`config.mk`:
```
export PLATFORM = sky130hd
export DESIGN_NAME = pbr_device_flat
export DESIGN_NICKNAME = d
export VERILOG_FILES = /design/src/pbr_pkg.sv /design/src/pbr_if.sv /design/src/pbr_device.sv /design/src/flat_wrapper.sv
export SDC_FILE = /design/constraint.sdc
export NUM_CORES = 1
export LEC_CHECK = 0
export ABC_AREA = 1
export BUFFER_PORTS_ARGS = -buffer_cell sky130_fd_sc_hd__clkbuf_2
export CORE_UTILIZATION = 40
export CTS_BUF_LIST = sky130_fd_sc_hd__clkbuf_8
export DETAILED_ROUTE_END_ITERATION = 10
export PLACE_DENSITY_LB_ADDON = 0.1
export SLEW_MARGIN = 40
export SYNTH_ARGS = -nofsm -noshare
export SYNTH_HDL_FRONTEND = slang
export SYNTH_SLANG_ARGS = --single-unit
```
`constraint.sdc`:
```
create_clock -name clk -period 5.5 [get_ports clk]
set_clock_uncertainty 0.2 [all_clocks]
set_input_delay 0.825 -clock clk [delete_from_list [all_inputs] [get_ports clk]]
set_output_delay 0.825 -clock clk [all_outputs]
set_load 0.02 [all_outputs]
```
`src/pbr_pkg.sv`:
```
// Shared constants, register map and state codes for the push-button power and reset supervisor
package pbr_pkg;

  // ****************************************
  // Clock and slow timer
  // ****************************************
  localparam int CLK_HZ = 20_000_000;
  localparam int TICK_US = 1000;
  localparam int TICK_CYCLES = CLK_HZ / 1_000_000 * TICK_US;
  localparam int MS_W = 14;

  // ****************************************
  // Times in milliseconds
  // ****************************************
  localparam int POWER_ON_PRESS_MS = 32;
  localparam int LONG_PRESS_MS = 4000;
  localparam int LONG_PRESS_ALT_MS = 10000;
  localparam int FORCE_OFF_MS = 10000;
  localparam int WDOG_MS = 4000;
  localparam int SW_CYCLE_DELAY_MS = 8;
  localparam int RESET_TIMEOUT_MS = 64;
  localparam int CYCLE_OFF_MS = 100;
  localparam int BOOT_HOLD_WAIT_MS = 1000;
  localparam int HOST_WDOG_DELAY_MS = 1000;

  // ****************************************
  // Register port and map
  // ****************************************
  localparam int ADDR_W = 2;
  localparam int DATA_W = 8;
  localparam logic [ADDR_W-1:0] ADDR_STATUS = 2'h0;
  localparam logic [ADDR_W-1:0] ADDR_CTRL = 2'h1;
  localparam logic [ADDR_W-1:0] ADDR_MASK = 2'h2;
  localparam int ST_SOFT_BIT = 0;
  localparam int ST_CYCLE_BIT = 1;
  localparam int ST_BUTTON_BIT = 2;
  localparam int CT_WDS_BIT = 0;
  localparam int CT_WDP_BIT = 1;
  localparam int CT_ARM_BIT = 2;
  localparam int CT_REQ_BIT = 3;
  localparam int CT_SW_POWER_CYCLE_REQUEST_BIT = 4;
  localparam logic [DATA_W-1:0] MASK_RESET = 8'h00;

  // ****************************************
  // State codes
  // ****************************************
  typedef enum logic [2:0] {
    PBR_OFF = 3'h0,
    PBR_BOOT = 3'h1,
    PBR_ON = 3'h3,
    PBR_SLEEP = 3'h2,
    PBR_CYCLE = 3'h7
  } pbr_state_e;

  // Milliseconds to slow timer ticks, rounded up
  function automatic logic [MS_W-1:0] pbr_ticks(input int ms);
    pbr_ticks = MS_W'((ms * 1000 + TICK_US - 1) / TICK_US);
  endfunction : pbr_ticks

endpackage : pbr_pkg

```
`src/pbr_if.sv`:
```
// Pins and register port between the supervisor and the host processor
`timescale 1ns/1ps
interface pbr_if;
  import pbr_pkg::*;

  // Open-drain drivers and their resolved, pulled-up levels
  logic system_reset_out_n_o;
  logic system_reset_out_n_oe;
  logic button_status_out_n_o;
  logic button_status_out_n_oe;
  logic interrupt_request_out_n_o;
  logic interrupt_request_out_n_oe;
  logic system_reset_out_n;
  logic button_status_out_n;
  logic interrupt_request_out_n;
  // Host driven levels
  logic power_hold;
  logic sleep_rail_enable;
  // Register port behind the serial slave
  logic reg_wr;
  logic reg_rd;
  logic [ADDR_W-1:0] reg_addr;
  logic [DATA_W-1:0] reg_wdata;
  logic [DATA_W-1:0] reg_rdata;
  logic reg_rvalid;

  // Wire levels with pull-ups
  assign system_reset_out_n = system_reset_out_n_oe ? system_reset_out_n_o : 1'b1;
  assign button_status_out_n = button_status_out_n_oe ? button_status_out_n_o : 1'b1;
  assign interrupt_request_out_n = interrupt_request_out_n_oe ? interrupt_request_out_n_o : 1'b1;

  modport dev (
    output system_reset_out_n_o, system_reset_out_n_oe, button_status_out_n_o, button_status_out_n_oe,
    output interrupt_request_out_n_o, interrupt_request_out_n_oe, reg_rdata, reg_rvalid,
    input power_hold, sleep_rail_enable, reg_wr, reg_rd, reg_addr, reg_wdata
  );

  modport host (
    input system_reset_out_n, button_status_out_n, interrupt_request_out_n, reg_rdata, reg_rvalid,
    output power_hold, sleep_rail_enable, reg_wr, reg_rd, reg_addr, reg_wdata
  );
endinterface : pbr_if

```
`src/pbr_device.sv`:
```
// Supervisor end: button timing, power states, reset, watchdog and status registers
`timescale 1ns/1ps
module pbr_device #(
  parameter int TICK_CYCLES = pbr_pkg::TICK_CYCLES,
  parameter int LONG_PRESS_MS = pbr_pkg::LONG_PRESS_MS,
  parameter bit SOFT_RESET_EN = 1'b1,
  parameter bit FORCE_OFF_EN = 1'b1,
  parameter bit WDOG_EN = 1'b1
) (
  input wire logic clk,
  input wire logic rst,
  pbr_if.dev link,
  input wire logic button_input_n,
  input wire logic button_direct,
  output logic rails_en,
  output logic app_core_buck_en,
  output pbr_pkg::pbr_state_e state
);
  import pbr_pkg::*;

  localparam int PRE_W = $clog2(TICK_CYCLES);

  // ****************************************
  // Declarations
  // ****************************************
  pbr_state_e state_ff;
  pbr_state_e nxt_state;
  logic [PRE_W-1:0] pre_ff;
  logic tick;
  logic [3:0] pin_meta_ff;
  logic [3:0] pin_sync_ff;
  logic pressed;
  logic direct;
  logic hold;
  logic sleep_en;
  logic pressed_d_ff;
  logic release_ev;
  logic sleep_en_d_ff;
  logic sleep_fall;
  logic [MS_W-1:0] press_ms_ff;
  logic [MS_W-1:0] st_ms_ff;
  logic [MS_W-1:0] rto_ms_ff;
  logic [MS_W-1:0] wd_ms_ff;
  logic [MS_W-1:0] sw_power_cycle_request_ms_ff;
  logic from_cycle_ff;
  logic mr_ff;
  logic rto_busy_ff;
  logic rto_start;
  logic rto_done;
  logic long_press;
  logic force_off;
  logic wds_ff;
  logic wdp_ff;
  logic arm_ff;
  logic sw_power_cycle_request_ff;
  logic shutdown;
  logic wd_on;
  logic wd_expire;
  logic sw_power_cycle_request_due;
  logic soft_flag_ff;
  logic cycle_flag_ff;
  logic [DATA_W-1:0] mask_ff;
  logic [DATA_W-1:0] status;
  logic wr_ctrl;
  logic rd_status;
  logic [DATA_W-1:0] rdata_ff;
  logic rvalid_ff;
  logic rst_low_ff;
  logic irq_ff;
  logic rails_ff;
  logic buck_ff;

  // Saturating millisecond counter step
  function automatic logic [MS_W-1:0] ms_step(input logic [MS_W-1:0] cur, input logic clr, input logic t);
    if (clr) begin
      ms_step = '0;
    end else if (t && cur != '1) begin
      ms_step = cur + 1'b1;
    end else begin
      ms_step = cur;
    end
  endfunction : ms_step

  // ****************************************
  // Slow timer and pin synchronisers
  // ****************************************
  // slow tick prescaler
  always_ff @(posedge clk or posedge rst) begin
    if (rst) begin
      pre_ff <= '0;
    end else begin
      pre_ff <= tick ? '0 : pre_ff + 1'b1;
    end
  end
  assign tick = (pre_ff == PRE_W'(TICK_CYCLES - 1));

  // Two-stage sync of button, strap and host levels
  always_ff @(posedge clk or posedge rst) begin
    if (rst) begin
      pin_meta_ff <= '0;
      pin_sync_ff <= '0;
      pressed_d_ff <= 1'b0;
      sleep_en_d_ff <= 1'b0;
    end else begin
      pin_meta_ff <= {button_direct, ~button_input_n, link.power_hold, link.sleep_rail_enable};
      pin_sync_ff <= pin_meta_ff;
      pressed_d_ff <= pin_sync_ff[2];
      sleep_en_d_ff <= pin_sync_ff[0];
    end
  end
  assign direct = pin_sync_ff[3];
  assign pressed = pin_sync_ff[2];
  assign hold = pin_sync_ff[1];
  assign sleep_en = pin_sync_ff[0];
  assign release_ev = pressed_d_ff & ~pressed;
  // Edge, so a button wake is not undone at once
  assign sleep_fall = sleep_en_d_ff & ~sleep_en;

  // ****************************************
  // Timers
  // ****************************************
  assign long_press = press_ms_ff >= pbr_ticks(LONG_PRESS_MS);
  assign force_off = FORCE_OFF_EN && pressed && press_ms_ff >= pbr_ticks(FORCE_OFF_MS);
  // watchdog runs while enabled and system up
  assign wd_on = WDOG_EN && (wds_ff || wdp_ff) && state_ff == PBR_ON && !rst_low_ff;
  assign wd_expire = wd_on && wd_ms_ff >= pbr_ticks(WDOG_MS);
  // strictly past the delay after the request
  assign sw_power_cycle_request_due = sw_power_cycle_request_ff && sw_power_cycle_request_ms_ff > pbr_ticks(SW_CYCLE_DELAY_MS);

  // Press, state, watchdog and software-cycle timers
  always_ff @(posedge clk or posedge rst) begin
    if (rst) begin
      press_ms_ff <= '0;
      st_ms_ff <= '0;
      wd_ms_ff <= '0;
      sw_power_cycle_request_ms_ff <= '0;
    end else begin
      press_ms_ff <= ms_step(press_ms_ff, !pressed, tick);
      st_ms_ff <= ms_step(st_ms_ff, nxt_state != state_ff, tick);
      wd_ms_ff <= ms_step(wd_ms_ff, !wd_on || wd_expire || link.reg_wr || link.reg_rd, tick);
      sw_power_cycle_request_ms_ff <= ms_step(sw_power_cycle_request_ms_ff, !sw_power_cycle_request_ff, tick);
    end
  end

  // ****************************************
  // Manual and watchdog soft reset
  // ****************************************
  // short direct press releases into timeout
  // soft reset when only soft enable set
  assign rto_start = (SOFT_RESET_EN && mr_ff && !pressed && !long_press) || (wd_expire && wds_ff && !wdp_ff);
  assign rto_done = rto_busy_ff && rto_ms_ff >= pbr_ticks(RESET_TIMEOUT_MS);

  always_ff @(posedge clk or posedge rst) begin
    if (rst) begin
      mr_ff <= 1'b0;
      rto_busy_ff <= 1'b0;
      rto_ms_ff <= '0;
    end else begin
      mr_ff <= state_ff == PBR_ON && pressed && direct && !long_press;
      rto_ms_ff <= ms_step(rto_ms_ff, rto_start || !rto_busy_ff, tick);
      if (state_ff != PBR_ON || rto_done) begin
        rto_busy_ff <= 1'b0;
      end else if (rto_start) begin
        rto_busy_ff <= 1'b1;
      end
    end
  end

  // ****************************************
  // Power state machine
  // ****************************************
  // armed shutdown request
  assign shutdown = wr_ctrl && link.reg_wdata[CT_REQ_BIT] && arm_ff;

  always_comb begin
    nxt_state = state_ff;
    unique case (state_ff)
      PBR_OFF: begin
        // power-up press time
        // Once per press, so a held button after forced off stays off
        if (pressed && press_ms_ff == pbr_ticks(POWER_ON_PRESS_MS)) begin
          nxt_state = PBR_BOOT;
        end
      end
      PBR_BOOT: begin
        // hold missing at release ends boot
        if (force_off || (release_ev && !hold && !from_cycle_ff)) begin
          nxt_state = PBR_OFF;
        end else if (!pressed && hold && st_ms_ff >= pbr_ticks(RESET_TIMEOUT_MS)) begin
          nxt_state = PBR_ON;
        end else if (from_cycle_ff && !pressed && st_ms_ff >= pbr_ticks(BOOT_HOLD_WAIT_MS)) begin
          nxt_state = PBR_OFF;
        end
      end
      PBR_ON: begin
        if (force_off || !hold || shutdown) begin
          nxt_state = PBR_OFF;
        end else if ((mr_ff && long_press) || (wd_expire && wdp_ff) || sw_power_cycle_request_due) begin
          nxt_state = PBR_CYCLE;
        end else if (sleep_fall && !rst_low_ff) begin
          nxt_state = PBR_SLEEP;
        end
      end
      PBR_SLEEP: begin
        if (force_off || !hold) begin
          nxt_state = PBR_OFF;
        end else if (pressed || sleep_en) begin
          nxt_state = PBR_ON;
        end
      end
      PBR_CYCLE: begin
        if (st_ms_ff >= pbr_ticks(CYCLE_OFF_MS)) begin
          nxt_state = PBR_BOOT;
        end
      end
      default: begin
        nxt_state = PBR_OFF;
      end
    endcase
  end

  // State, boot origin and output levels
  always_ff @(posedge clk or posedge rst) begin
    if (rst) begin
      state_ff <= PBR_OFF;
      from_cycle_ff <= 1'b0;
      rails_ff <= 1'b0;
      buck_ff <= 1'b0;
      rst_low_ff <= 1'b1;
    end else begin
      state_ff <= nxt_state;
      if (nxt_state == PBR_BOOT && state_ff != PBR_BOOT) begin
        from_cycle_ff <= state_ff == PBR_CYCLE;
      end
      rails_ff <= nxt_state != PBR_OFF && nxt_state != PBR_CYCLE;
      buck_ff <= nxt_state == PBR_BOOT || nxt_state == PBR_ON;
      // low through startup timeout and manual reset
      rst_low_ff <= (nxt_state != PBR_ON && nxt_state != PBR_SLEEP
                     && !(nxt_state == PBR_BOOT && state_ff == PBR_BOOT && st_ms_ff >= pbr_ticks(RESET_TIMEOUT_MS)))
                    || (nxt_state == PBR_ON && ((SOFT_RESET_EN && mr_ff) || rto_busy_ff || rto_start)
                        && !rto_done);
    end
  end

  // ****************************************
  // Registers
  // ****************************************
  assign wr_ctrl = link.reg_wr && link.reg_addr == ADDR_CTRL;
  assign rd_status = link.reg_rd && link.reg_addr == ADDR_STATUS;

  // Control bits from host writes
  always_ff @(posedge clk or posedge rst) begin
    if (rst) begin
      wds_ff <= 1'b0;
      wdp_ff <= 1'b0;
      arm_ff <= 1'b0;
      sw_power_cycle_request_ff <= 1'b0;
      mask_ff <= MASK_RESET;
    end else begin
      if (wr_ctrl) begin
        wds_ff <= link.reg_wdata[CT_WDS_BIT];
        wdp_ff <= link.reg_wdata[CT_WDP_BIT];
        arm_ff <= link.reg_wdata[CT_ARM_BIT] && !link.reg_wdata[CT_REQ_BIT];
      end else if (state_ff == PBR_OFF) begin
        arm_ff <= 1'b0;
      end
      if (sw_power_cycle_request_due || state_ff != PBR_ON) begin
        sw_power_cycle_request_ff <= 1'b0;
      end else if (wr_ctrl && link.reg_wdata[CT_SW_POWER_CYCLE_REQUEST_BIT]) begin
        sw_power_cycle_request_ff <= 1'b1;
      end
      // mask cleared by reset, host unmasks
      if (link.reg_wr && link.reg_addr == ADDR_MASK) begin
        mask_ff <= link.reg_wdata;
      end
    end
  end

  // Sticky status flags, a new event beats the read clear
  always_ff @(posedge clk or posedge rst) begin
    if (rst) begin
      soft_flag_ff <= 1'b0;
      cycle_flag_ff <= 1'b0;
    end else begin
      // cleared by the read that returns it
      soft_flag_ff <= rto_done || (soft_flag_ff && !rd_status);
      cycle_flag_ff <= (state_ff == PBR_CYCLE && nxt_state == PBR_BOOT) || (cycle_flag_ff && !rd_status);
    end
  end

  always_comb begin
    status = '0;
    status[ST_SOFT_BIT] = soft_flag_ff;
    status[ST_CYCLE_BIT] = cycle_flag_ff;
    status[ST_BUTTON_BIT] = pressed;
  end

  // Read data one cycle after the strobe, unmapped reads zero
  always_ff @(posedge clk or posedge rst) begin
    if (rst) begin
      rdata_ff <= '0;
      rvalid_ff <= 1'b0;
    end else begin
      rvalid_ff <= link.reg_rd;
      unique case (link.reg_addr)
        ADDR_STATUS: rdata_ff <= status;
        ADDR_CTRL: rdata_ff <= DATA_W'({sw_power_cycle_request_ff, 1'b0, arm_ff, wdp_ff, wds_ff});
        ADDR_MASK: rdata_ff <= mask_ff;
        default: rdata_ff <= '0;
      endcase
    end
  end

  always_ff @(posedge clk or posedge rst) begin
    if (rst) begin
      irq_ff <= 1'b0;
    end else begin
      irq_ff <= |(status & mask_ff);
    end
  end

  // ****************************************
  // Outputs
  // ****************************************
  assign link.system_reset_out_n_o = 1'b0;
  assign link.system_reset_out_n_oe = rst_low_ff;
  assign link.button_status_out_n_o = 1'b0;
  assign link.button_status_out_n_oe = pressed;
  assign link.interrupt_request_out_n_o = 1'b0;
  assign link.interrupt_request_out_n_oe = irq_ff;
  assign link.reg_rdata = rdata_ff;
  assign link.reg_rvalid = rvalid_ff;
  assign rails_en = rails_ff;
  assign app_core_buck_en = buck_ff;
  assign state = state_ff;

endmodule : pbr_device

```
`src/flat_wrapper.sv`:
```
// flat-port wrapper written by rule: the top's interface ports become plain ports
module pbr_device_flat import pbr_pkg::*;
#(
  parameter int TICK_CYCLES = pbr_pkg::TICK_CYCLES,
  parameter int LONG_PRESS_MS = pbr_pkg::LONG_PRESS_MS,
  parameter bit SOFT_RESET_EN = 1'b1,
  parameter bit FORCE_OFF_EN = 1'b1,
  parameter bit WDOG_EN = 1'b1
)
  (clk, rst, button_input_n, button_direct, rails_en, app_core_buck_en, state, link_system_reset_out_n_o, link_system_reset_out_n_oe, link_button_status_out_n_o, link_button_status_out_n_oe, link_interrupt_request_out_n_o, link_interrupt_request_out_n_oe, link_reg_rdata, link_reg_rvalid, link_power_hold, link_sleep_rail_enable, link_reg_wr, link_reg_rd, link_reg_addr, link_reg_wdata);
  pbr_if link_i ();
  input wire logic clk;
  input wire logic rst;
  input wire logic button_input_n;
  input wire logic button_direct;
  output logic rails_en;
  output logic app_core_buck_en;
  output pbr_pkg::pbr_state_e state;
  output wire logic [$bits(link_i.system_reset_out_n_o)-1:0] link_system_reset_out_n_o;
  output wire logic [$bits(link_i.system_reset_out_n_oe)-1:0] link_system_reset_out_n_oe;
  output wire logic [$bits(link_i.button_status_out_n_o)-1:0] link_button_status_out_n_o;
  output wire logic [$bits(link_i.button_status_out_n_oe)-1:0] link_button_status_out_n_oe;
  output wire logic [$bits(link_i.interrupt_request_out_n_o)-1:0] link_interrupt_request_out_n_o;
  output wire logic [$bits(link_i.interrupt_request_out_n_oe)-1:0] link_interrupt_request_out_n_oe;
  output wire logic [$bits(link_i.reg_rdata)-1:0] link_reg_rdata;
  output wire logic [$bits(link_i.reg_rvalid)-1:0] link_reg_rvalid;
  input wire logic [$bits(link_i.power_hold)-1:0] link_power_hold;
  input wire logic [$bits(link_i.sleep_rail_enable)-1:0] link_sleep_rail_enable;
  input wire logic [$bits(link_i.reg_wr)-1:0] link_reg_wr;
  input wire logic [$bits(link_i.reg_rd)-1:0] link_reg_rd;
  input wire logic [$bits(link_i.reg_addr)-1:0] link_reg_addr;
  input wire logic [$bits(link_i.reg_wdata)-1:0] link_reg_wdata;
  assign link_system_reset_out_n_o = link_i.system_reset_out_n_o;
  assign link_system_reset_out_n_oe = link_i.system_reset_out_n_oe;
  assign link_button_status_out_n_o = link_i.button_status_out_n_o;
  assign link_button_status_out_n_oe = link_i.button_status_out_n_oe;
  assign link_interrupt_request_out_n_o = link_i.interrupt_request_out_n_o;
  assign link_interrupt_request_out_n_oe = link_i.interrupt_request_out_n_oe;
  assign link_reg_rdata = link_i.reg_rdata;
  assign link_reg_rvalid = link_i.reg_rvalid;
  assign link_i.power_hold = link_power_hold;
  assign link_i.sleep_rail_enable = link_sleep_rail_enable;
  assign link_i.reg_wr = link_reg_wr;
  assign link_i.reg_rd = link_reg_rd;
  assign link_i.reg_addr = link_reg_addr;
  assign link_i.reg_wdata = link_reg_wdata;
  pbr_device #(.TICK_CYCLES(TICK_CYCLES), .LONG_PRESS_MS(LONG_PRESS_MS), .SOFT_RESET_EN(SOFT_RESET_EN), .FORCE_OFF_EN(FORCE_OFF_EN), .WDOG_EN(WDOG_EN)) u_core (.clk(clk), .rst(rst), .link(link_i), .button_input_n(button_input_n), .button_direct(button_direct), .rails_en(rails_en), .app_core_buck_en(app_core_buck_en), .state(state));
endmodule
```
==> results summary, run 1 <==
The tree built by TritonCTS fans out to ~130 sinks. The layer flagged by global routing as most heavily used is met2. Once detailed placement completed, the half-perimeter wirelength came to 11000 um. The mean post-synth cell area came out at between 7 and 8 sq um.

At the pin with the least slew margin, the transition time is ~660 ps. The synthesized netlist devotes 8.74% of its cell area to compound gates. The count of boundary I/O pins came out at 38.

The slowest stage of the critical path belongs to the cell dfrtp_1. The hold-fix buffer count after cts came out at 0. The proportion of netlist area held by the largest area contributor came out at about 46%. The post-route standard cell area excluding fillers is 0.00767 sq mm. The final period demand of the worst path came out at 2750 ps.

The horizontal extent of the die came out at 133 um. The first-pass GRT wire length is 26200 um. For this run, asynchronously set or reset flops after synthesis account for 100%. STA classifies the critical path startpoint as a flip-flop. The aggregate negative setup slack is 0 ps. Sorting the synthesized cells by how often they occur yields 165 x nand2_1, 127 x dfrtp_1, 127 x inv_1, 119 x nor2_1, 71 x nand3_1. The first TritonRoute pass finished after 5 iterations. The initial antenna violation count came out at 0.

The number of synthesized flops with an enable pin came out at 0. The met3 track demand over resource came out at 4.29%. TritonCTS created 17 clock buffers. The portion of the post-synthesis area used by sequential elements is a little under half. The post-detailed-route via-to-cell ratio is 4.88. The total wirelength of the detailed-routed design came out at 15200 um.

The most common cell in the synthesized netlist is nand2_1. The largest stage delay on the critical path is 770 ps. CTS placed an instance of clkbuf_8 at the clock tree root.

Summing the areas of all fa, ha and maj instances in the mapped netlist gives 2.01% of the synthesized area. TritonCTS built the clock tree. The placer congestion estimate is 0.855. The maximum fanout along the worst path came out at 17. The final route contains 5556 vias. Setup repair after global routing left no endpoint under its margin. In the synthesized netlist the dominant register cell turns out to be dfrtp_1.

Based on the critical path, the design can be clocked at up to 363 MHz. The clock transition time at the flip-flop clock pins of the worst setup and hold paths came out at about 70 ps. The layout-stage area growth over the synthesis result is 12.2%. The largest net degree at the start of global routing is 87. The tightest min-delay check is of the reg2reg type. The number of hold-slack violations in the final timing report came out at 0. The number of distinct library cells after synthesis came out at 46. The type of the worst setup path is reg2reg. The later-pin clock latency in the skew report is 450 ps. The reported leakage power is 0.00366 uW. The initial core utilization came out at 41.1%. The routing usage on met2 is 29.0%. The cell type contributing the most total cell area after synthesis is dfrtp_1. The quantity of gates resized following cts came out at 0. The longest clock path from root to sink contains 2 buffers. The run finished with clean final reports. For this design the ratio of total power to cell area is between 200 and 300 mW/mm^2. In the post-synthesis netlist, the biggest area contributors are dfrtp_1 46%, nand2_1 9.1%, inv_1 7.0%.

The largest vdd supply drop came out at 0.191 mV. The number of setup violations in the final report came out at 0. The number of diodes added for antenna fixing came out at 0.

Buffers added to address setup during post-CTS repair amount to 0. The via count of the first global-routing pass came out at 5448. STA classifies the critical path endpoint as a flip-flop.

In the routed design, unresolved DRC markers number 0. STA puts the critical path data required time at approximately 5700 ps. The number of warning messages in the yosys log is 0. After layout, the worst path uses roughly 50% of the clock period. The final net count is 934. The flip-flop and latch count after synthesis is 128. The synthesized cell area came out at 0.00684 sq mm.

The wire length per cell came out at 13.4 um. The cell count after synthesis came out at between 800 and 900. The maximum level of the CTS H-tree is 4. The routing usage on met1 is roughly 26%.

The global-route usage over all layers is 18.8%. The signal on the critical path passes through inv_1 > nand3_1 > nor2_1 > nor2_1 > nand2_1 > a21oi_1 > nor2_1 > nand2_2 > nand2_1 > nand2_1 > nand2_1 > nor2_1. The worst path arrival time came out at between 2000 and 3000 ps. The floorplan die area came out at about 0.018 sq mm. The floorplan step defined a core boundary enclosing 0.0166 sq mm. The post-synthesis mux area share came out at 0%. The combinational family with the most area after synthesis is simple AND/OR/NAND/NOR gates. The headroom to the max-slew limit came out at 56.0%. The remaining number of nets flagged by the antenna check after routing is 0. The post-synthesis simple-gate area fraction is 29.2%. The count of input and output buffers came out at 34.

The placement-stage cell area came out at 0.00724 sq mm. The count of maximum capacitance violations is 0. The count of standard-cell rows is between 40 and 50. In the final layout, the share of cells above drive strength 1 is 10.7%. The first-iteration detailed-routing DRC count is approximately 270. Summing the areas of all xor and xnor instances in the mapped netlist gives 4.86% of the synthesized area. The floorplan die height is 133 um. The final-report max-slew violation count was 0. The total grt overflow is 0.
## power breakdown
group | switching, uW | internal, uW
sequential | 14.5 | 964
clock | 377 | 492
combinational | 56.2 | 20.1
## logic make-up after synthesis
| kind of cell | after synthesis |
|---|---|
| other | 1 |
| and+or+nand+nor | 440 |
| adders and majority gates | 11 |
| xor gates and xnor gates | 38 |
| buffers and inverters | 141 |
| DFF | 128 |
| AOI/OAI and AO/OA | 99 |
## final cells by class
type | instances | area (sq um)
Timing Repair Buffer | 35 | 178
Inverter | 130 | 495
Clock inverter | 11 | 136
Clock buffer | 21 | 289
Sequential cell | 128 | 3200
Fill cell | 1693 | 8970
Tap cell | 220 | 275
Multi-Input combinational cell | 593 | 3100
## critical path: cells and delay by family, from the launching register on
| kind | cells | cell delay [ps] |
|---|---|---|
| and+or+nand+nor | 10 | 1190 |
| DFF | 1 | 770 |
| buffers and inverters | 1 | 380 |
| AOI/OAI and AO/OA | 1 | 130 |
## routing by layer
metal | part of all wire [%] | vias to the layer above
li1 | - | 2861
met1 | 51 | 2599
met2 | 45 | 82
met3 | 3.2 | 14
met4 | 1.4 | 0
met5 | 0 | -
## layout by cell type (no fill, tap or decap), drive strengths merged, types with 2 or more instances in the layout
| cell type | n |
|---|---|
| bufinv | 3 |
| nand2 | 173 |
| nor2 | 123 |
| clkbuf | 55 |
| o31ai | 12 |
| or2 | 2 |
| xor2 | 32 |
| o211ai | 4 |
| o21ai | 41 |
| a31oi | 7 |
| clkinvlp | 3 |
| clkinv | 4 |
| ha | 11 |
| conb | 5 |
| nor3 | 30 |
| nand3b | 2 |
| nor4 | 5 |
| o21bai | 5 |
| inv | 131 |
| nand3 | 72 |
| a21oi | 23 |
| nor3b | 4 |
| o21a | 2 |
| a211oi | 2 |
| xnor2 | 6 |
| dfrtp | 127 |
| nand4 | 28 |
## worst paths after layout
| path | slack [ps] | endpoint | cells past startpoint | from |
|---|---|---|---|---|
| worst max-delay path | 2750 | u_core.st_ms_ff[1]$_DFFE_PP0P_ | 12 | u_core.pin_sync_ff[2]$_DFF_PP0_ |
| min in group asynchronous | 260 | u_core.wd_ms_ff[7]$_DFFE_PP0P_ | 2 | rst |
| worst max register to register | 2750 | u_core.st_ms_ff[1]$_DFFE_PP0P_ | 12 | u_core.pin_sync_ff[2]$_DFF_PP0_ |
| worst min-delay path | 150 | u_core.pin_sync_ff[0]$_DFF_PP0_ | 0 | u_core.pin_meta_ff[0]$_DFF_PP0_ |
| worst min register to register | 150 | u_core.pin_sync_ff[0]$_DFF_PP0_ | 0 | u_core.pin_meta_ff[0]$_DFF_PP0_ |
| max in group asynchronous | 3870 | u_core.link.system_reset_out_n_oe$_DFF_PP1_ | 3 | rst |
## metrics by stage
step | setup slack (ps) | util [%] | hold slack, ps | std cells | total power (uW)
4_1_cts | 2730 | 46.0 | 152 | 1138 | 1960
5_1_grt | 2420 | 46.1 | 157 | 1138 | 2010
3_3_place_gp | 2810 | 43.5 | 135 | 1106 | 1070
3_5_place_dp | 2740 | 43.5 | 135 | 1106 | 1080
6_report | 2750 | 46.1 | 150 | 1138 | 1920
2_1_floorplan | 1060 | - | 131 | 862 | 1040
## state kept, by name, indices dropped and copies added, names as in the netlist, 3 cells and up
register                             count
u_core.pre_ff                           15
u_core.press_ms_ff                      14
u_core.rto_ms_ff                        14
u_core.st_ms_ff                         14
u_core.sw_power_cycle_request_ms_ff     14
u_core.wd_ms_ff                         14
u_core.link.reg_rdata                    8
u_core.mask_ff                           8
u_core.pin_meta_ff                       4
u_core.pin_sync_ff                       4
u_core.state                             3
(Power assumes the default switching activity.)
==> run 2: changes to the inputs <==
--- a/config.mk
+++ b/config.mk
@@ -5,7 +5,7 @@
 export SDC_FILE = /design/constraint.sdc
 export NUM_CORES = 1
 export LEC_CHECK = 0
-export ABC_AREA = 1
+export ABC_AREA = 0
 export BUFFER_PORTS_ARGS = -buffer_cell sky130_fd_sc_hd__clkbuf_2
 export CORE_UTILIZATION = 40
 export CTS_BUF_LIST = sky130_fd_sc_hd__clkbuf_8
==> constraint.sdc (replaced) <==
create_clock -name clk -period 2.7 [get_ports clk]
set_clock_uncertainty 0.2 [all_clocks]
set_input_delay 0.405 -clock clk [delete_from_list [all_inputs] [get_ports clk]]
set_output_delay 0.405 -clock clk [all_outputs]
set_load 0.02 [all_outputs]
==> run 2 against run 1 <==
  * Maximum frequency up 5.2%
  * Cell count fell by 21%
  * Design area shrank 3.5%
  * Global-route usage down 0.89 points
  * Via count is 15% lower
  * Critical path depth is 4 lower
  * Total power up 98%
  * Wire length down 14%
==> results summary, run 2 <==
In this run the tightest slew margin relative to its limit is a little under three fifths. In the synthesized netlist the async set-or-reset flop fraction comes to 100%. The number of distinct library cells after synthesis is 63.

Max-cap violations in this run came to 0. Counting instances in the post-synthesis netlist gives the leading cell types as 127 x dfrtp_1, 75 x nor2_1, 52 x nand2_1, 35 x xor2_1, 30 x xnor2_1. The worst path uses 96.9% of the clock period. The final layout contains 730 nets. The maximum root-to-sink buffer count is 2. Leaving out fill and tap cells, the most frequent cell in the layout is dfrtp_1. The worst register-to-register path ends at u_core.st_ms_ff[11]$_DFFE_PP0P_. Setup repair after global routing left no endpoint under its margin. The first global-routing pass estimated 22700 um of wire. More flip-flops sit in one register than any other, and that register is u_core.pre_ff.

The later-pin clock latency in the skew report is 430 ps. The count of input and output buffers is 34. The mapped netlist covers 0.00624 sq mm.

The floorplan die area is around 0.016 sq mm. The via count of the first global-routing pass came to 4747. The post-detailed-route via-to-cell ratio came out at about 5.3.

The sequential share of power came out at 52.5%. The worst path arrival time came out at about 2700 ps. CTS built an H-tree with a depth of 4. Routability-driven placement finished with a final weighted congestion of 0.888. The cell count after placement is 861. In this run, synthesis produced a sequential element count of 128. The library cells used most frequently in the layout, excluding fill and tap cells, are 127 x dfrtp_1, 75 x nor2_1, 52 x nand2_1, 35 x xor2_1, 34 x clkbuf_2. The post-synthesis instance total is 618.

The clock transition time at the flip-flop clock pins of the worst setup and hold paths is ~70 ps. The post-placement worst setup slack came out at 96.0 ps. In the post-synthesis netlist, the cell with the most instances is dfrtp_1.

The final-report max-slew violation count is 0. For flop-to-flop paths, the worst setup slack is 80 ps. The count of boundary I/O pins came out at 38. Ranked by total cell area, the synthesized netlist is headed by dfrtp_1 51%, xor2_1 4.9%, nor2_1 4.5%. Of the total power, the share spent switching nets is about a quarter.

The reported leakage power is 0.00322 uW. IR analysis of the VDD net gives a maximum drop of 0.359 mV. The origin of the worst min-delay path is link_reg_wdata[0]. The timing-limited maximum frequency came out at 382 MHz. The number of hold-slack violations in the final timing report is 0. The overall via count from detail_route is 4734. The aggregate negative setup slack came out at 0 ps.

TritonCTS built the clock tree. The number of instances on the worst hold path came out at 2. The filler cells instantiated in the layout total 1423. The remaining number of nets flagged by the antenna check after routing came out at 0. The floorplan die height is 127 um.

After layout, the minimum clock period comes to 2620 ps. The analysis attributes to net switching a power of 898 uW. The worst hold path terminates at u_core.wds_ff$_DFFE_PP0P_. The initial core utilization is roughly two fifths.

The layout-stage area growth over the synthesis result came out at 18.7%. Row generation in the floorplan step produced 45 rows. STA classifies the critical path startpoint as a flip-flop. The first-iteration detailed-routing DRC count came out at approximately 310.

The horizontal extent of the die came out at around 130 um. The total grt overflow came out at 0. The number of cell instances on the worst register-to-register path came out at 8. The area used by multi-input combinational logic is between 0.002 and 0.003 sq mm. The first detailed-routing pass took 5 iterations. The maximum fanout along the worst path is 14. The tree is rooted in a clkbuf_8. The proportion of layout cells with a drive suffix above 1 is roughly a fifth. The register with the most flip-flops in the layout has 15 of them. The number of clock buffers added by TritonCTS is 17. In this run the critical register-to-register path is launched from u_core.st_ms_ff[13]$_DFFE_PP0P_. The type of the worst setup path is reg2reg.

STA classifies the critical path endpoint as a flip-flop. The timing startpoint of the critical path is u_core.st_ms_ff[13]$_DFFE_PP0P_. The mean post-synth cell area came out at 10.1 sq um. The internal cell power came out at 2900 uW. The proportion of netlist area held by the largest area contributor came out at 50.9%. After detailed routing, the average wire length per cell comes to 14.6 um.

The clock share of power came out at 43.0%. The flip-flop and latch area came out at 0.00320 sq mm. The data required time of the critical path came out at 2820 ps. The count of unresolved DRC violations after routing came out at 0. The number of diodes added for antenna fixing is 0. dfrtp_1 takes more of the synthesized area than any other cell. Setup violations remaining at the end of the flow were counted as 0. The initial antenna violation count is 0. The half-perimeter wire length of the detailed placement result came out at 9090 um.

The number of warning messages in the yosys log is 0. The clock net sink count came out at 128. The relative contribution of combinational cells to total power came out at 4.5%. The total wirelength of the detailed-routed design is 13100 um. The area inside the core boundary is 0.0152 sq mm. Entering global routing, the biggest net connects 129 pins. The portion of the post-synthesis area used by sequential elements came out at 51.4%.

Dividing total power by cell area gives a power density of 513 mW/mm^2. Among all flip-flop cells after synthesis, the most frequent one is dfrtp_1. At the pin with the least slew margin, the transition time is 675 ps. The non-filler instance count after layout came out at 901. The final setup slack of the worst path came out at 84.6 ps. The global-route usage over all layers is between 10% and 20%. The number of synthesized flops with an enable pin came out at 0. The min-delay analysis places its worst path in the category in2reg. The run finished with clean final reports.
==> run 2: kinds of logic (layout without fill, tap and decap cells) <==
| family | after synthesis | after routing | synth area share [%] |
|---|---|---|---|
| and+or+nand+nor | 283 | 283 | 23.4 |
| DFF | 128 | 128 | 51.4 |
| AOI/OAI and AO/OA | 71 | 71 | 8.24 |
| xor gates and xnor gates | 65 | 65 | 9.12 |
| buffers and inverters | 44 | 135 | 2.99 |
| muxes | 15 | 15 | 2.59 |
| adders and majority gates | 11 | 11 | 2.21 |
| other | 1 | 5 | 0.0601 |
==> run 2: power by group through the flow <==
stage	combinational, uW	clock (uW)	sequential, uW
after floorplan	91.1	0	2040
after global placement	164	0	2030
after detailed placement	167	0	2030
after CTS	177	1690	1990
after global routing	193	1760	2000
final	172	1630	2000
==> run 2: layout make-up <==
cell class / instances / area share (%)
clock buffers: 19 / 3.53
multi-input cells: 450 / 39.2
well taps: 188 / 3.18
flip-flops and latches: 128 / 43.3
inverters: 26 / 1.37
clock inverters: 12 / 1.86
repair buffers: 78 / 7.57
==> run 2: layer usage <==
metal | routed length, um | GRT usage (%)
met1 | 6220 | 23.4
met4 | 257 | 7.28
met3 | 534 | 4.60
met2 | 6110 | 28.5
met5 | 0 | 0
==> run 2: through the flow <==
stage	hold WS, ps	total power [uW]	cell area [sq um]	util, %
final	30.2	3800	7400	48.7
after global routing	12.5	3960	7400	48.7
after CTS	3.36	3860	7360	48.4
after floorplan	131	2130	6260	-
after global placement	139	2190	6880	45.2
after detailed placement	137	2200	6880	45.2
==> run 2: worst max-delay path by stage <==
stage,endpoint,slack [ps],depth (start not counted)
6_report,u_core.st_ms_ff[11]$_DFFE_PP0P_,80,8
5_1_grt,u_core.st_ms_ff[12]$_DFFE_PP0P_,20,8
4_1_cts,u_core.st_ms_ff[11]$_DFFE_PP0P_,80,8
3_5_place_dp,u_core.st_ms_ff[12]$_DFFE_PP0P_,100,8
3_3_place_gp,u_core.st_ms_ff[12]$_DFFE_PP0P_,140,8
2_1_floorplan,u_core.st_ms_ff[6]$_DFFE_PP0P_,140,8
==> run 2: critical path: stages (launching register included) <==
cell and delay, ps:
dfrtp_1 390, or4_4 580, o311ai_2 300, o21ai_1 110, a211o_1 320, a211o_1 260
nand4_2 130, buf_12 160, nor2_1 50
==> run 2: what timing repair did <==
item	CTS	global route
endpoints found under the setup margin	0	16
setup buffers	0	0
endpoints found under the hold margin	123	0
gates resized for setup	0	6
hold buffers	9	0
==> run 3: changes to the inputs <==
==> constraint.sdc (replaced) <==
create_clock -name clk -period 2.7 [get_ports clk]
set_clock_uncertainty 0.2 [all_clocks]
set_input_delay 0.135 -clock clk [delete_from_list [all_inputs] [get_ports clk]]
set_output_delay 0.135 -clock clk [all_outputs]
set_load 0.02 [all_outputs]
==> run 3 against run 2 <==
  * Cell count is 0.78% higher
  * Global-route usage is 0.29 points lower
  * Total power is 7.8% higher
  * Clock power is 18% higher
  * Critical endpoint is now u_core.link.system_reset_out_n_oe$_DFF_PP1_
==> results summary, run 3 (synthesized netlist as in run 2, its figures left out) <==
The maximum fanout along the worst path is 6. The initial antenna violation count was 0. The largest net degree at the start of global routing is 51. In this run the clock root is driven by a clkbuf_8. Internal power comes to 3200 uW. The largest vdd supply drop is about 0.35 mV. The maximum root-to-sink buffer count came out at 2. The final setup slack of the worst path is 105 ps.

The via count of the first global-routing pass was 4648. The detailed router finished its first iteration with 368 violations. The area inside the core boundary came out at 0.0152 sq mm.

In this run the power spent charging and discharging nets is 899 uW. At the placement stage, the worst setup path has a slack of 122 ps. The count of standard-cell rows is between 40 and 50. The global-route usage over all layers is 17.6%.

The aggregate negative setup slack is 0 ps. The total wirelength of the detailed-routed design is about 13000 um. The overall via count from detail_route is between 4k and 5k. Cells fill 49.6% of the core in the end. The layout-stage area growth over the synthesis result came out at 20.8%. Combinational logic burns 4.6% of the power.

Data on the critical path is required at its endpoint by 2860 ps. The post-detailed-route via-to-cell ratio is 5.21. Data on the critical path arrives at its endpoint at 2750 ps. The worst setup path is captured at a flip-flop. The count of boundary I/O pins is 38. The placer congestion estimate is 0.826. The post-route standard cell area excluding fillers is around 0.0075 sq mm. The clock transition time at the flip-flop clock pins of the worst setup and hold paths came out at 80 ps.

The setup fix buffers added after clock tree synthesis is 0. The count of maximum capacitance violations is 0. The proportion of layout cells with a drive suffix above 1 came out at about 18%. The flow ran to the end, and the final reports show no timing, DRC or antenna violations. The pin slew with the least headroom to its limit is 561 ps. The switching share of power is 21.9%. The clock net in this run drives a total of 128 sinks. The count of unresolved DRC violations after routing came out at 0.

The share of the clock period used by the worst path is 96.1%. The floorplan step defined a die boundary enclosing ~0.016 sq mm. The number of diodes added for antenna fixing came out at 0.

The maximum level of the CTS H-tree is 4. The TritonCTS clock tree is done. The final period demand of the worst path came out at between 2000 and 3000 ps. The floorplan die height came out at 127 um. Summing all placed instances gives a cell area of 0.00689 sq mm. The horizontal extent of the die came out at 127 um. The remaining number of nets flagged by the antenna check after routing is 0. The number of hold-slack violations in the final timing report came out at 0. The final-report max-slew violation count came out at 0. The register with the most flip-flops in the layout has 15 of them.

The half-perimeter wire length of the detailed placement result came out at 9220 um. In this run the tightest slew margin relative to its limit is 62.3%. In this run, flip-flops and latches consume between 40% and 50% of the power. The initial core utilization is 41.0%.

The library cell used most frequently in the layout, excluding fill and tap cells, is dfrtp_1. The clock share of power came out at 46.7%. The count of buffers added on input and output ports is 34. The type of the worst setup path is reg2reg. After global routing the overflow that remains totals 0. Dividing the detail-routed wire length by the instance count gives 14.4 um. The first-pass GRT wire length is between 20000 and 25000 um.

The later-pin clock latency in the skew report came out at 440 ps. Clock tree synthesis inserted a total of 17 buffers. Leaving out fill and tap cells, the most frequent cells in the layout are 127 x dfrtp_1, 75 x nor2_1, 52 x nand2_1, 35 x xor2_1, 34 x clkbuf_2. The count of TritonRoute iterations in the first routing pass came out at 6. The timing-limited maximum frequency came out at 385 MHz.

STA classifies the critical path startpoint as a flip-flop. The reported leakage power came out at 0.00329 uW. Setup violations remaining at the end of the flow were counted as 0. The layout filler cell count is 1403.

In this run the worst hold path is classified as in2async. The final net count is ~740. The register with the most flip-flops in the final layout is u_core.pre_ff. The power density relative to cell area is 543 mW/mm^2.
==> run 3: cell count changes in the layout (fill, tap and decap cells not counted), moves of 2 or more <==
cell / delta
buf_12: +2
buf_4: -4
bufinv_16: +3
clkinv_4: -2
clkinvlp_4: -2
dlygate4sd3_1: +8
==> run 3: layout make-up <==
| type | count | area (sq um) | area share (%) |
|---|---|---|---|
| clock buffer | 19 | 262 | 3.47 |
| clock inverter | 13 | 209 | 2.77 |
| multi-input combinational | 450 | 2880 | 38.2 |
| tap | 188 | 235 | 3.12 |
| timing repair buffer | 84 | 651 | 8.63 |
| inverter | 26 | 101 | 1.34 |
| sequential | 128 | 3200 | 42.5 |
==> run 3: critical path: stages, from the launching register on <==
cell,delay (ps)
dfrtp_1,450
nor4_1,540
o31ai_4,170
nor4_1,320
a211o_1,200
a21oi_2,80
a311o_1,350
a41oi_1,210
==> run 3: through the flow <==
step	hold WS (ps)	cells	power (uW)
6_report	31.6	908	4100
5_1_grt	23.2	908	4270
4_1_cts	6.13	908	4160
3_5_place_dp	-63.4	859	2200
3_3_place_gp	45.8	858	2200
2_1_floorplan	-33.6	622	2130
==> run 3: repair_timing <==
| item | 4_1_cts | 5_1_grt |
|---|---|---|
| hold endpoints to repair | 158 | 0 |
| resized for setup | 0 | 2 |
| hold buffers | 17 | 0 |
| endpoints found under the setup margin | 0 | 1 |
==> run 3: power groups by stage <==
stage,Sequential [uW],Combinational (uW),Clock (uW)
6_report,1990,188,1920
5_1_grt,2000,211,2060
4_1_cts,1990,193,1980
3_5_place_dp,2030,173,0
3_3_place_gp,2030,167,0
2_1_floorplan,2040,91.1,0
==> run 3: path summary, 6_finish.rpt <==
kind / from / cells after the start / slack, ps / to
worst max register to register: u_core.press_ms_ff[6]$_DFFE_PP0P_ / 7 / 110 / u_core.link.system_reset_out_n_oe$_DFF_PP1_
min in group clk: button_direct / 2 / 150 / u_core.pin_meta_ff[3]$_DFF_PP0_
max in group asynchronous: rst / 4 / 1690 / u_core.press_ms_ff[1]$_DFFE_PP0P_
worst max-delay path: u_core.press_ms_ff[6]$_DFFE_PP0P_ / 7 / 110 / u_core.link.system_reset_out_n_oe$_DFF_PP1_
worst min register to register: u_core.pin_meta_ff[2]$_DFF_PP0_ / 0 / 150 / u_core.pin_sync_ff[2]$_DFF_PP0_
worst min-delay path: rst / 3 / 30 / u_core.link.interrupt_request_out_n_oe$_DFF_PP0_
==> run 3: per-layer routing <==
metal	track usage, %	routed length, um	vias up
met5	0	0	-
met4	4.83	93	0
met3	5.27	476	5
met2	28.1	6120	66
met1	23.3	6340	2335
li1	-	-	2323
